<file path="config.mk">
export PLATFORM = sky130hd
export DESIGN_NAME = parallel_port_config
export DESIGN_NICKNAME = d
export VERILOG_FILES = /design/src/verilog/pp_pkg.sv /design/src/verilog/mode_if.sv /design/src/verilog/parallel_port_config.sv /design/src/verilog/mode_map.sv /design/src/verilog/rt_gate.sv
export VERILOG_INCLUDE_DIRS = /design/src /design/src/verilog
export SDC_FILE = /design/constraint.sdc
export NUM_CORES = 1
export LEC_CHECK = 0
export BUFFER_PORTS_ARGS = -buffer_cell sky130_fd_sc_hd__buf_2
export CAP_MARGIN = 30
export CORE_ASPECT_RATIO = 1.4
export CORE_MARGIN = 2
export CORE_UTILIZATION = 50
export CTS_BUF_LIST = sky130_fd_sc_hd__clkbuf_16
export CTS_CLUSTER_DIAMETER = 40
export DETAILED_ROUTE_END_ITERATION = 7
export HOLD_SLACK_MARGIN = 0.02
export PLACE_DENSITY = 0.79
export SLEW_MARGIN = 10
export SYNTH_ARGS = -nofsm -noshare
export SYNTH_HDL_FRONTEND = slang
export SYNTH_SLANG_ARGS = --single-unit
</file>
<file path="constraint.sdc">
create_clock -name clk -period 2 [get_ports clk]
set_input_delay 0.6 -clock clk [delete_from_list [all_inputs] [get_ports clk]]
set_output_delay 0.6 -clock clk [all_outputs]
set_load 0.05 [all_outputs]
</file>
<file path="src/verilog/pp_consts.svh">
// constants of the parallel port configuration register bank
// assumes inclusion by the package and by the testbench only
`ifndef PP_CONSTS_SVH
`define PP_CONSTS_SVH

// ======================================================
// configuration indexes
`define IDX_ACTIVATE 8'h30
`define IDX_BASE_HI 8'h60
`define IDX_BASE_LO 8'h61
`define IDX_IRQ_NUM 8'h70
`define IDX_IRQ_TYPE 8'h71
`define IDX_DMA_SEL 8'h74
`define IDX_DMA2 8'h75
`define IDX_STD_CFG 8'hF0
`define IDX_ALT_CFG 8'hF8

// ======================================================
// reset values and writable masks
`define RST_ACTIVATE 8'h00
`define RST_BASE_HI 8'h02
`define RST_BASE_LO 8'h78
`define RST_IRQ_NUM 8'h07
`define RST_IRQ_TYPE 8'h02
`define RST_DMA_SEL 8'h04
`define VAL_DMA2 8'h04
`define RST_STD_CFG 8'hF2
`define RST_ALT_CFG 8'h07
`define MASK_BASE_HI 8'h07
`define MASK_BASE_LO 8'hFC
`define MASK_IRQ_TYPE 8'h02
`define MASK_ACTIVATE 8'h01

// ======================================================
// field positions
`define STD_MODE_MSB 7
`define STD_MODE_LSB 5
`define STD_EXT_BIT 4
`define STD_PWR_BIT 1
`define STD_FLOAT_BIT 0
`define IRQ_LEVEL_BIT 0

// ======================================================
// mode codes, standard and modified views
`define STD_SPP 3'h0
`define STD_BIDIR 3'h1
`define STD_EPP17 3'h2
`define STD_EPP19 3'h3
`define STD_ECP 3'h4
`define STD_ECP_EPP 3'h7
`define ALT_SPP 4'h8
`define ALT_BIDIR 4'h1
`define ALT_EPP17 4'hA
`define ALT_EPP19 4'h2
`define ALT_ECP 4'h4
`define ALT_ECP_EPP 4'h7
`define MODE_COUNT 6

// ======================================================
// runtime space
`define RT_EPP_LO 11'h003
`define RT_EPP_HI 11'h007
`define RT_ECP_LO 11'h400
`define RT_ECP_HI 11'h402
`define RT_EXT_LO 11'h403
`define RT_EXT_HI 11'h405
`define RT_SLOTS 14
`define RT_REGS 21
`define ECR_EPP_SUB 3'h4
`define DCR_MODE_CHANGE 8'hC4

`endif

</file>
<file path="src/verilog/pp_pkg.sv">
// types shared by the parallel port configuration modules
// assumes the constants header sits beside it
package pp_pkg;
`include "pp_consts.svh"

    typedef enum logic [2:0] {
        MODE_SPP = `STD_SPP,
        MODE_BIDIR = `STD_BIDIR,
        MODE_EPP17 = `STD_EPP17,
        MODE_EPP19 = `STD_EPP19,
        MODE_ECP = `STD_ECP,
        MODE_ECP_EPP = `STD_ECP_EPP
    } pp_mode_e;

    typedef logic [3:0] alt_code_t;
    typedef logic [10:0] rt_off_t;
endpackage

</file>
<file path="src/verilog/mode_if.sv">
// carrier between the configuration core and its helpers
// assumes one instance inside the top module
interface mode_if;
    logic [2:0] std_mode;
    logic [3:0] alt_view;
    logic [3:0] alt_code;
    logic [2:0] alt_std;
    logic alt_legal;
    logic ext_access;
    logic active;
    logic [2:0] ecr_mode;

    modport map (input std_mode, input alt_code, output alt_view, output alt_std,
                 output alt_legal);
    modport gate (input std_mode, input ext_access, input active, input ecr_mode);
    modport ctl (output std_mode, output alt_code, output ext_access, output active,
                 output ecr_mode, input alt_view, input alt_std, input alt_legal);
endinterface

</file>
<file path="src/verilog/parallel_port_config.sv">
// parallel port configuration register bank with mode views and gating
// assumes index/data decode upstream: cfg_idx holds the index of this device
module parallel_port_config
    import pp_pkg::*;
(
    input logic clk,
    input logic rst_n,
    input logic [7:0] cfg_idx,
    input logic [7:0] cfg_wdata,
    input logic cfg_wr,
    input logic cfg_rd,
    output logic [7:0] cfg_rdata,
    input logic global_device_enable,
    input logic port_fast_disable,
    input logic [2:0] ecr_mode,
    input logic second_control_reg_epp19,
    input rt_off_t rt_offset,
    input logic rt_rd,
    input logic rt_wr,
    output logic rt_hit,
    output logic port_active,
    output logic port_clk_en,
    output logic ecp_enable,
    output logic epp_timeout_en,
    output logic epp_is_19,
    output logic pins_float,
    output logic [2:0] port_mode,
    output logic [15:0] base_addr,
    output logic [7:0] irq_number,
    output logic irq_level,
    output logic [7:0] dma_channel
);
    // ======================================================
    // stored configuration
    logic [7:0] activate_r;
    logic [7:0] base_hi_r;
    logic [7:0] base_lo_r;
    logic [7:0] irq_num_r;
    logic irq_type_rw_r;
    logic [7:0] dma_sel_r;
    logic [2:0] mode_r;
    logic ext_r;
    logic pwr_r;
    logic float_r;
    logic [7:0] rdata_r;
    logic active_r;
    logic clk_en_r;
    logic ecp_en_r;
    logic epp_to_r;
    logic epp19_r;
    logic float_out_r;
    logic irq_level_r;
    logic [7:0] rd_mux;
    logic active_now;
    logic is_ecp;
    logic is_epp;
    logic level_now;

    // reset images sliced per field, so no reset value is cut by a shift
    localparam logic [7:0] STD_RST = `RST_STD_CFG;
    localparam logic [7:0] IRQ_TYPE_RST = `RST_IRQ_TYPE;

    mode_if mi();

    assign mi.std_mode = mode_r;
    assign mi.alt_code = cfg_wdata[3:0];
    assign mi.ext_access = ext_r;
    assign mi.active = active_r;
    assign mi.ecr_mode = ecr_mode;

    mode_map u_map (
        .m(mi)
    );

    rt_gate u_gate (
        .clk(clk),
        .rst_n(rst_n),
        .g(mi),
        .rt_offset(rt_offset),
        .rt_rd(rt_rd),
        .rt_wr(rt_wr),
        .rt_hit_r(rt_hit)
    );

    // ======================================================
    // plain read/write registers
    always_ff @(posedge clk or negedge rst_n) begin
        if (!rst_n) begin
            activate_r <= `RST_ACTIVATE;
            base_hi_r <= `RST_BASE_HI;
            base_lo_r <= `RST_BASE_LO;
            irq_num_r <= `RST_IRQ_NUM;
            irq_type_rw_r <= IRQ_TYPE_RST[1];
            dma_sel_r <= `RST_DMA_SEL;
        end else if (cfg_wr) begin
            case (cfg_idx)
                `IDX_ACTIVATE: activate_r <= cfg_wdata & `MASK_ACTIVATE;
                // read-only zero bits never store; bit 2 is left to software
                `IDX_BASE_HI: base_hi_r <= cfg_wdata & `MASK_BASE_HI;
                `IDX_BASE_LO: base_lo_r <= cfg_wdata & `MASK_BASE_LO;
                `IDX_IRQ_NUM: irq_num_r <= cfg_wdata;
                `IDX_IRQ_TYPE: irq_type_rw_r <= cfg_wdata[1];
                `IDX_DMA_SEL: dma_sel_r <= cfg_wdata;
                default: ;
            endcase
        end
    end

    // ======================================================
    // the one mode store behind both views
    always_ff @(posedge clk or negedge rst_n) begin
        if (!rst_n) begin
            mode_r <= STD_RST[`STD_MODE_MSB:`STD_MODE_LSB];
        end else if (cfg_wr && cfg_idx == `IDX_STD_CFG) begin
            mode_r <= cfg_wdata[`STD_MODE_MSB:`STD_MODE_LSB];
        end else if (cfg_wr && cfg_idx == `IDX_ALT_CFG && mi.alt_legal) begin
            mode_r <= mi.alt_std;
        end
    end

    // ======================================================
    // standard register control bits
    always_ff @(posedge clk or negedge rst_n) begin
        if (!rst_n) begin
            ext_r <= STD_RST[`STD_EXT_BIT];
            pwr_r <= STD_RST[`STD_PWR_BIT];
            float_r <= STD_RST[`STD_FLOAT_BIT];
        end else if (cfg_wr && cfg_idx == `IDX_STD_CFG) begin
            ext_r <= cfg_wdata[`STD_EXT_BIT];
            pwr_r <= cfg_wdata[`STD_PWR_BIT];
            float_r <= cfg_wdata[`STD_FLOAT_BIT];
        end
    end

    // ======================================================
    // derived state
    assign active_now = activate_r[0] && global_device_enable && !port_fast_disable;
    assign is_ecp = (mode_r == `STD_ECP) || (mode_r == `STD_ECP_EPP);
    assign is_epp = (mode_r == `STD_EPP17) || (mode_r == `STD_EPP19) || (mode_r == `STD_ECP_EPP);
    assign level_now = (mode_r == `STD_ECP_EPP) && ext_r;

    // ======================================================
    // read mux; reserved bits read zero
    always_comb begin
        case (cfg_idx)
            `IDX_ACTIVATE: rd_mux = activate_r;
            `IDX_BASE_HI: rd_mux = base_hi_r;
            `IDX_BASE_LO: rd_mux = base_lo_r;
            `IDX_IRQ_NUM: rd_mux = irq_num_r;
            `IDX_IRQ_TYPE: rd_mux = {6'h00, irq_type_rw_r, level_now};
            `IDX_DMA_SEL: rd_mux = dma_sel_r;
            `IDX_DMA2: rd_mux = `VAL_DMA2;
            `IDX_STD_CFG: rd_mux = {mode_r, ext_r, 2'h0, pwr_r, float_r};
            `IDX_ALT_CFG: rd_mux = {4'h0, mi.alt_view};
            default: rd_mux = 8'h00;
        endcase
    end

    always_ff @(posedge clk or negedge rst_n) begin
        if (!rst_n) begin
            rdata_r <= 8'h00;
        end else if (cfg_rd) begin
            rdata_r <= rd_mux;
        end
    end

    // ======================================================
    // registered status toward the port engines
    always_ff @(posedge clk or negedge rst_n) begin
        if (!rst_n) begin
            active_r <= 1'b0;
            clk_en_r <= 1'b0;
            ecp_en_r <= 1'b0;
            epp_to_r <= 1'b0;
            epp19_r <= 1'b0;
            float_out_r <= 1'b0;
            irq_level_r <= 1'b0;
        end else begin
            active_r <= active_now;
            // the clock stops but the registers above keep their contents
            clk_en_r <= active_now && pwr_r;
            ecp_en_r <= active_now && pwr_r && is_ecp;
            epp_to_r <= active_now && pwr_r && is_epp;
            epp19_r <= (mode_r == `STD_EPP19) ||
                ((mode_r == `STD_ECP_EPP) && second_control_reg_epp19);
            float_out_r <= float_r && !active_now;
            irq_level_r <= level_now;
        end
    end

    assign cfg_rdata = rdata_r;
    assign port_active = active_r;
    assign port_clk_en = clk_en_r;
    assign ecp_enable = ecp_en_r;
    assign epp_timeout_en = epp_to_r;
    assign epp_is_19 = epp19_r;
    assign pins_float = float_out_r;
    assign port_mode = mode_r;
    assign base_addr = {base_hi_r, base_lo_r};
    assign irq_number = irq_num_r;
    assign irq_level = irq_level_r;
    assign dma_channel = dma_sel_r;

    // ======================================================
    // checks
    a_std_mode_write: assert property (@(posedge clk) disable iff (!rst_n)
        (cfg_wr && cfg_idx == `IDX_STD_CFG) |=> port_mode == $past(cfg_wdata[7:5]))
        else $error("standard mode write not stored");

    a_alt_view_follows: assert property (@(posedge clk) disable iff (!rst_n)
        (cfg_rd && cfg_idx == `IDX_ALT_CFG && port_mode == `STD_SPP)
        |=> cfg_rdata == {4'h0, `ALT_SPP})
        else $error("modified view does not show compatible mode");

    a_alt_write_std: assert property (@(posedge clk) disable iff (!rst_n)
        (cfg_wr && cfg_idx == `IDX_ALT_CFG && cfg_wdata[3:0] == `ALT_EPP17)
        |=> port_mode == `STD_EPP17)
        else $error("modified write did not update standard mode");

    a_clk_stopped: assert property (@(posedge clk) disable iff (!rst_n)
        (cfg_wr && cfg_idx == `IDX_STD_CFG && !cfg_wdata[1]) |=> ##1 !port_clk_en && !ecp_enable)
        else $error("port clock runs with power bit clear");

    a_float_inactive: assert property (@(posedge clk) disable iff (!rst_n)
        (cfg_wr && cfg_idx == `IDX_STD_CFG && cfg_wdata[0] && !activate_r[0])
        |=> !activate_r[0] |-> ##1 pins_float)
        else $error("outputs not floated while inactive");

    a_irq_type_read: assert property (@(posedge clk) disable iff (!rst_n)
        (cfg_rd && cfg_idx == `IDX_IRQ_TYPE)
        |=> cfg_rdata[7:2] == 6'h00 && cfg_rdata[0] == $past(level_now))
        else $error("interrupt type read wrong");

    a_base_hi_zero: assert property (@(posedge clk) disable iff (!rst_n)
        (cfg_rd && cfg_idx == `IDX_BASE_HI) |=> cfg_rdata[7:3] == 5'h00)
        else $error("base high read-only bits not zero");

    a_dma2_const: assert property (@(posedge clk) disable iff (!rst_n)
        (cfg_rd && cfg_idx == `IDX_DMA2) |=> cfg_rdata == `VAL_DMA2)
        else $error("second DMA report not 04h");

    a_fast_off: assert property (@(posedge clk) disable iff (!rst_n)
        port_fast_disable |=> !port_active && !port_clk_en)
        else $error("fast disable did not force port off");

    a_global_off: assert property (@(posedge clk) disable iff (!rst_n)
        !global_device_enable |=> !port_active)
        else $error("global enable low did not force port off");

    a_pwr_gates_modes: assert property (@(posedge clk) disable iff (!rst_n)
        !pwr_r |=> !port_clk_en && !ecp_enable && !epp_timeout_en)
        else $error("port engines enabled with power bit clear");

    a_drive_when_clear: assert property (@(posedge clk) disable iff (!rst_n)
        !float_r |=> !pins_float)
        else $error("outputs floated with float bit clear");

    a_drive_when_active: assert property (@(posedge clk) disable iff (!rst_n)
        active_now |=> !pins_float)
        else $error("outputs floated while device active");

    a_epp19_select: assert property (@(posedge clk) disable iff (!rst_n)
        mode_r == `STD_ECP_EPP |=> epp_is_19 == $past(second_control_reg_epp19))
        else $error("EPP version select not followed in mode 111");

    a_base_lo_zero: assert property (@(posedge clk) disable iff (!rst_n)
        (cfg_rd && cfg_idx == `IDX_BASE_LO) |=> cfg_rdata[1:0] == 2'h0)
        else $error("base low read-only bits not zero");

    a_mode_kept: assert property (@(posedge clk) disable iff (!rst_n)
        !(cfg_wr && (cfg_idx == `IDX_STD_CFG || cfg_idx == `IDX_ALT_CFG))
        |=> $stable(port_mode))
        else $error("stored mode changed without a mode write");

    a_std_read_view: assert property (@(posedge clk) disable iff (!rst_n)
        (cfg_rd && cfg_idx == `IDX_STD_CFG) |=> cfg_rdata[7:5] == $past(port_mode) &&
        cfg_rdata[3:2] == 2'h0)
        else $error("standard view read wrong");

    a_irq_edge_type: assert property (@(posedge clk) disable iff (!rst_n)
        mode_r != `STD_ECP_EPP |=> !irq_level)
        else $error("level interrupt outside extended mode");

    a_active_causes: assert property (@(posedge clk) disable iff (!rst_n)
        port_active |-> $past(active_now))
        else $error("port active without activation and enables");

    a_ext_bit_stored: assert property (@(posedge clk) disable iff (!rst_n)
        (cfg_wr && cfg_idx == `IDX_STD_CFG) |=> ext_r == $past(cfg_wdata[`STD_EXT_BIT]))
        else $error("extended access bit not stored");

    a_dma_sel_write: assert property (@(posedge clk) disable iff (!rst_n)
        (cfg_wr && cfg_idx == `IDX_DMA_SEL) |=> dma_channel == $past(cfg_wdata))
        else $error("DMA select write not stored");

    a_irq_num_write: assert property (@(posedge clk) disable iff (!rst_n)
        (cfg_wr && cfg_idx == `IDX_IRQ_NUM) |=> irq_number == $past(cfg_wdata))
        else $error("interrupt number write not stored");

    a_base_hi_write: assert property (@(posedge clk) disable iff (!rst_n)
        (cfg_wr && cfg_idx == `IDX_BASE_HI) |=> base_addr[15:11] == 5'h00)
        else $error("base high read-only bits stored");

    c_alt_write: cover property (@(posedge clk) disable iff (!rst_n)
        cfg_wr && cfg_idx == `IDX_ALT_CFG && mi.alt_legal);
    c_port_on: cover property (@(posedge clk) disable iff (!rst_n) $rose(port_active));
    c_float: cover property (@(posedge clk) disable iff (!rst_n) pins_float);
endmodule // parallel_port_config

</file>
<file path="src/verilog/mode_map.sv">
// translation between the 3-bit and 4-bit views of the port mode
// assumes the stored mode lives in the core; this module is pure logic
module mode_map
    import pp_pkg::*;
(
    mode_if.map m
);
    localparam logic [2:0] STD_TAB [`MODE_COUNT] = '{`STD_SPP, `STD_BIDIR, `STD_EPP17,
        `STD_EPP19, `STD_ECP, `STD_ECP_EPP};
    localparam logic [3:0] ALT_TAB [`MODE_COUNT] = '{`ALT_SPP, `ALT_BIDIR, `ALT_EPP17,
        `ALT_EPP19, `ALT_ECP, `ALT_ECP_EPP};

    logic [`MODE_COUNT-1:0] std_hit;
    logic [`MODE_COUNT-1:0] alt_hit;
    logic [3:0] view_part [`MODE_COUNT];
    logic [2:0] std_part [`MODE_COUNT];

    // one table entry per defined mode
    genvar i;
    for (i = 0; i < `MODE_COUNT; i++) begin : g_tab
        assign std_hit[i] = (m.std_mode == STD_TAB[i]);
        assign alt_hit[i] = (m.alt_code == ALT_TAB[i]);
        assign view_part[i] = std_hit[i] ? ALT_TAB[i] : 4'h0;
        assign std_part[i] = alt_hit[i] ? STD_TAB[i] : 3'h0;
    end

    always_comb begin
        m.alt_view = 4'h0;
        m.alt_std = 3'h0;
        for (int k = 0; k < `MODE_COUNT; k++) begin
            m.alt_view = m.alt_view | view_part[k];
            m.alt_std = m.alt_std | std_part[k];
        end
    end

    // reserved codes leave the stored mode alone
    assign m.alt_legal = |alt_hit;
endmodule // mode_map

</file>
<file path="src/verilog/rt_gate.sv">
// decides whether a runtime offset answers in the current mode
// assumes offsets arrive already relative to the port base address
module rt_gate
    import pp_pkg::*;
(
    input logic clk,
    input logic rst_n,
    mode_if.gate g,
    input rt_off_t rt_offset,
    input logic rt_rd,
    input logic rt_wr,
    output logic rt_hit_r
);
    logic is_ecp;
    logic is_epp;
    logic hit_nxt;

    assign is_ecp = (g.std_mode == `STD_ECP) || (g.std_mode == `STD_ECP_EPP);
    assign is_epp = (g.std_mode == `STD_EPP17) || (g.std_mode == `STD_EPP19) ||
        ((g.std_mode == `STD_ECP_EPP) && (g.ecr_mode == `ECR_EPP_SUB));

    always_comb begin
        hit_nxt = 1'b0;
        if (g.active && (rt_rd || rt_wr)) begin
            if (rt_offset < `RT_EPP_LO) begin
                hit_nxt = 1'b1;
            end else if (rt_offset <= `RT_EPP_HI) begin
                hit_nxt = is_epp;
            end else if (rt_offset >= `RT_ECP_LO && rt_offset <= `RT_ECP_HI) begin
                hit_nxt = is_ecp;
            end else if (rt_offset >= `RT_EXT_LO && rt_offset <= `RT_EXT_HI) begin
                // extended slots need ECP with EPP and software consent
                hit_nxt = (g.std_mode == `STD_ECP_EPP) && g.ext_access;
            end
        end
    end

    always_ff @(posedge clk or negedge rst_n) begin
        if (!rst_n) begin
            rt_hit_r <= 1'b0;
        end else begin
            rt_hit_r <= hit_nxt;
        end
    end

    a_ext_gated: assert property (@(posedge clk) disable iff (!rst_n)
        ((rt_rd || rt_wr) && rt_offset >= `RT_EXT_LO && rt_offset <= `RT_EXT_HI &&
         !g.ext_access) |=> !rt_hit_r)
        else $error("extended runtime slot answered with access disabled");

    c_ext_hit: cover property (@(posedge clk) disable iff (!rst_n) rt_hit_r &&
        $past(rt_offset) == `RT_EXT_LO);
endmodule // rt_gate

</file>
==> summary.md <==
| Metric | Value |
|---|---|
| Power density normalized to cell area | `652.2 nW/um^2` |
| Pins Over Slew Limit | `0` |
| Synthesized area per cell | `10.70 sq um` |
| Count of inserted antenna diode cells | `0` |
| Via Count | `2485` |
| Clock skew after layout | `0.005830 ns` |
| Reg2Reg Depth | `4` |
| Ratio of cells with drive above 1 in the final layout | `0.4708` |
| Classification of the worst-slack hold path | `in2async` |
| Half-perimeter wire length after detailed placement | `5672 um` |
| Number of sinks driven by the clock tree | `49` |
| Final period demand of the worst path | `1.891 ns` |
| Number of distinct library cells after synthesis | `61` |
| Outcome | `complete, no violations` |
| Kind of critical path | `reg2out` |
| Async SR Flop Fraction | `1.000` |
| Series of cell instances along the critical path | `buf_2` |
| Vias per inst | `5.820` |
| Delay of the slowest critical-path stage | `0.68 ns` |
| Post-synth design cell area | `2803 sq um` |
| Remaining DRCs | `0` |
| Leak | `1.779 nW` |
| Number of buffers inserted during clock tree synthesis | `5` |
| Hold buffer count at cts | `0` |
| Buffers plus inverters on the worst setup path | `1` |
| Starting utilization of the core area | `0.5147` |
| Area fraction of the dominant cell type after synthesis | `0.3036` |
| Count of buffers added by post-CTS timing repair for setup | `0` |
| # fillers | `458` |
| Clock Root Buffer | `sky130_fd_sc_hd__clkbuf_16` |
| Final Net Count | `397` |
| Top Ports | `90` |
| Critical path startpoint category | `flip-flop` |
| Area of the die | `6229 sq um` |
| Post_cts resized | `0` |
| Post-Layout Inst Area | `3531 sq um` |
| Later-pin clock latency in the skew report | `0.30 ns` |
| Worst setup EP type | `output port` |
| Initial antenna violation count | `0` |
| Count of input and output buffers | `82` |
| Placed cell areas | `3383 sq um` |
| Global routing usage summed across all routing layers | `0.2503` |
| Global placement routability congestion | `0.8904` |
| Crit share post-route | `0.9454` |
| Critical Path Slowest Stage Cell | `sky130_fd_sc_hd__dfstp_2` |
| Biggest area consumer among synthesized cells | `sky130_fd_sc_hd__dfrtp_1` |
| Clock-pin slew on the worst setup and hold paths | `0.07 ns` |
| Launch point of the worst reg-to-reg path | `port_mode[0]$_DFFE_PN1P_` |
| Number of flip-flops and latches in the synthesized netlist | `49` |
| Routed WL per cell | `17.19 um` |
| Number of optimization iterations in the first detailed-route pass | `4` |
| Post-synth top cells | `34 x sky130_fd_sc_hd__dfrtp_1, 24 x sky130_fd_sc_hd__mux2_2, 15 x sky130_fd_sc_hd__dfstp_2, 15 x sky130_fd_sc_hd__nor2_1` |
| Number of flops mapped to enable cells by yosys | `0` |
| Crit Reg-Reg Endpoint | `u_gate.rt_hit_r$_DFF_PN0_` |
| Gate count of the mapped netlist | `262` |
| Largest vdd supply drop | `0.0004787 V` |
| Total of endpoints with negative setup slack in the final report | `0` |
| TritonCTS clock tree | `built` |
| Vias in the first global route | `2305` |
| WP data required | `1.40 ns` |
| Largest net degree at the start of global routing | `50` |
| WP data arrival | `1.29 ns` |
| Upper clock frequency limit | `528.9 MHz` |
| Site row count | `32` |
| Placeable core region | `5445 sq um` |
| Total Power Consumption | `0.002303 W` |
| Synth-to-layout area growth | `25.98%` |
| Chip Width | `67.28 um` |
| Leading post-synthesis cells by cell area | `sky130_fd_sc_hd__dfrtp_1 30%, sky130_fd_sc_hd__dfstp_2 14%, sky130_fd_sc_hd__mux2_2 9.6%, sky130_fd_sc_hd__mux2_4 3.2%, sky130_fd_sc_hd__mux2i_1 2.9%` |
| Count leader, synth | `sky130_fd_sc_hd__dfrtp_1` |
| Overflow after GRT | `0` |
| Wire length of the first global-routing pass | `11580 um` |
| Maximum level of the CTS H-tree | `2` |
| Seq/Total Area, Yosys | `0.4442` |
| Synthesis Warnings | `0` |
| Maximum count of clock buffers along a single path | `2` |
| Slew HR | `0.6347` |
| Kind of cell adding the most delay to the critical path | `flip-flops` |
| R2R setup slack | `0.36 ns` |
| Transition at the pin with the smallest max-transition slack | `0.5468 ns` |
| Highest fanout seen on the critical path | `11` |
| Unrepaired setup endpoints after global routing | `no` |
| Commonest register cell after synthesis | `sky130_fd_sc_hd__dfrtp_1` |
| Detailed Route Iter0 Violations | `110` |
| DRT Wirelength | `7340 um` |
| Register area | `1245 sq um` |
| Combined area of the multi-input logic cells | `1409 sq um` |
| Reported max-cap violation count | `0` |
| Final Hold Fails | `0` |
| Post-DRT Antenna Nets | `0` |
| Vert. Die Dim | `92.59 um` |
-- worst register-to-register path, cell delays in order, from the launching register on --
cell	delay, ns
sky130_fd_sc_hd__dfstp_2	0.68
sky130_fd_sc_hd__nand2_1	0.13
sky130_fd_sc_hd__o21bai_1	0.17
sky130_fd_sc_hd__a221o_1	0.34
sky130_fd_sc_hd__a211oi_1	0.23
-- routing by layer --
layer  routed length [um]  GRT usage
met1                 2996     0.3243
met2                 3734     0.4068
met3                  361    0.03888
met5                    0          0
met4                  247     0.1105
-- power breakdown --
group | internal, W | total, W | switching [W]
clock | 0.000463 | 0.000847 | 0.000384
combinational | 0.000132 | 0.000396 | 0.000265
sequential | 0.00103 | 0.00106 | 0.0000274
total | 0.00163 | 0.00230 | 0.000676
-- sequential cells by signal, indices dropped and copies added (netlist names) --
name             cells
cfg_rdata            8
dma_channel          8
irq_number           8
base_lo_r            6
base_hi_r            3
port_mode            3
activate_r           1
ecp_enable           1
epp_is_19            1
epp_timeout_en       1
ext_r                1
float_r              1
irq_level            1
irq_type_rw_r        1
pins_float           1
port_active          1
port_clk_en          1
pwr_r                1
u_gate.rt_hit_r      1
-- worst max-delay path by stage --
stage          depth (start not counted)                       end  slack, ns                      from
3_3_place_gp                           5  cfg_rdata[1]$_DFFE_PN0P_      -0.06                cfg_idx[7]
4_1_cts                                1              port_mode[0]       0.11  port_mode[0]$_DFFE_PN1P_
2_1_floorplan                          5  base_lo_r[2]$_DFFE_PN0P_      -0.01                cfg_idx[2]
3_5_place_dp                           5  cfg_rdata[1]$_DFFE_PN0P_      -0.08                cfg_idx[7]
6_report                               1              port_mode[0]       0.11  port_mode[0]$_DFFE_PN1P_
5_1_grt                                1              port_mode[2]       0.07  port_mode[2]$_DFFE_PN1P_
-- area by class of cell --
class                      count  area share
multi-input combinational    185      0.3990
sequential                    49      0.3526
timing repair buffer         106      0.1708
clock buffer                   5     0.03544
tap                           68     0.02410
inverter                      11     0.01169
clock inverter                 3    0.006378
-- stage by stage --
stage,setup slack [ns],utilization,setup TNS (ns),hold WS (ns),instances
floorplan,-0.01459,-,-0.02917,0.3044,268
global placement,-0.05587,0.6213,-0.1953,0.4715,419
detailed placement,-0.07956,0.6213,-0.8790,0.4743,419
CTS,0.1123,0.6484,0,0.2966,427
global route,0.06734,0.6484,0,0.3106,427
finish,0.1093,0.6484,0,0.2787,427
-- cell usage in the layout, fill, tap and decap left out, types with 2 or more instances in the layout --
cell type,count
sky130_fd_sc_hd__a211oi_1,3
sky130_fd_sc_hd__a21oi_1,7
sky130_fd_sc_hd__a221o_1,2
sky130_fd_sc_hd__a221oi_1,4
sky130_fd_sc_hd__a22oi_1,2
sky130_fd_sc_hd__and3_1,3
sky130_fd_sc_hd__and3b_1,2
sky130_fd_sc_hd__and4_1,4
sky130_fd_sc_hd__buf_2,82
sky130_fd_sc_hd__buf_4,23
sky130_fd_sc_hd__clkbuf_16,5
sky130_fd_sc_hd__clkinvlp_4,3
sky130_fd_sc_hd__conb_1,7
sky130_fd_sc_hd__dfrtp_1,34
sky130_fd_sc_hd__dfstp_2,15
sky130_fd_sc_hd__inv_1,11
sky130_fd_sc_hd__mux2_2,24
sky130_fd_sc_hd__mux2_4,6
sky130_fd_sc_hd__mux2i_1,8
sky130_fd_sc_hd__nand2_1,11
sky130_fd_sc_hd__nand3_1,6
sky130_fd_sc_hd__nand4_1,2
sky130_fd_sc_hd__nand4b_1,2
sky130_fd_sc_hd__nor2_1,15
sky130_fd_sc_hd__nor2b_1,7
sky130_fd_sc_hd__nor3_1,11
sky130_fd_sc_hd__nor3b_1,6
sky130_fd_sc_hd__nor4_1,3
sky130_fd_sc_hd__o211ai_1,4
sky130_fd_sc_hd__o21ai_0,7
sky130_fd_sc_hd__o21bai_1,5
sky130_fd_sc_hd__o22ai_1,2
sky130_fd_sc_hd__o2bb2ai_1,4
sky130_fd_sc_hd__xnor2_1,2
sky130_fd_sc_hd__xor2_1,2
-- cell families (layout without fill, tap and decap cells) --
family,count (synthesis),after routing,synth area share
AOI/OAI and AO/OA,49,49,0.1299
buffers and inverters,34,125,0.06116
DFF,49,49,0.4442
and+or+nand+nor,87,87,0.1938
muxes,38,38,0.1571
xor gates and xnor gates,4,4,0.01250
other,1,7,0.001338
No activity file was read; power rests on OpenSTA's default activity.
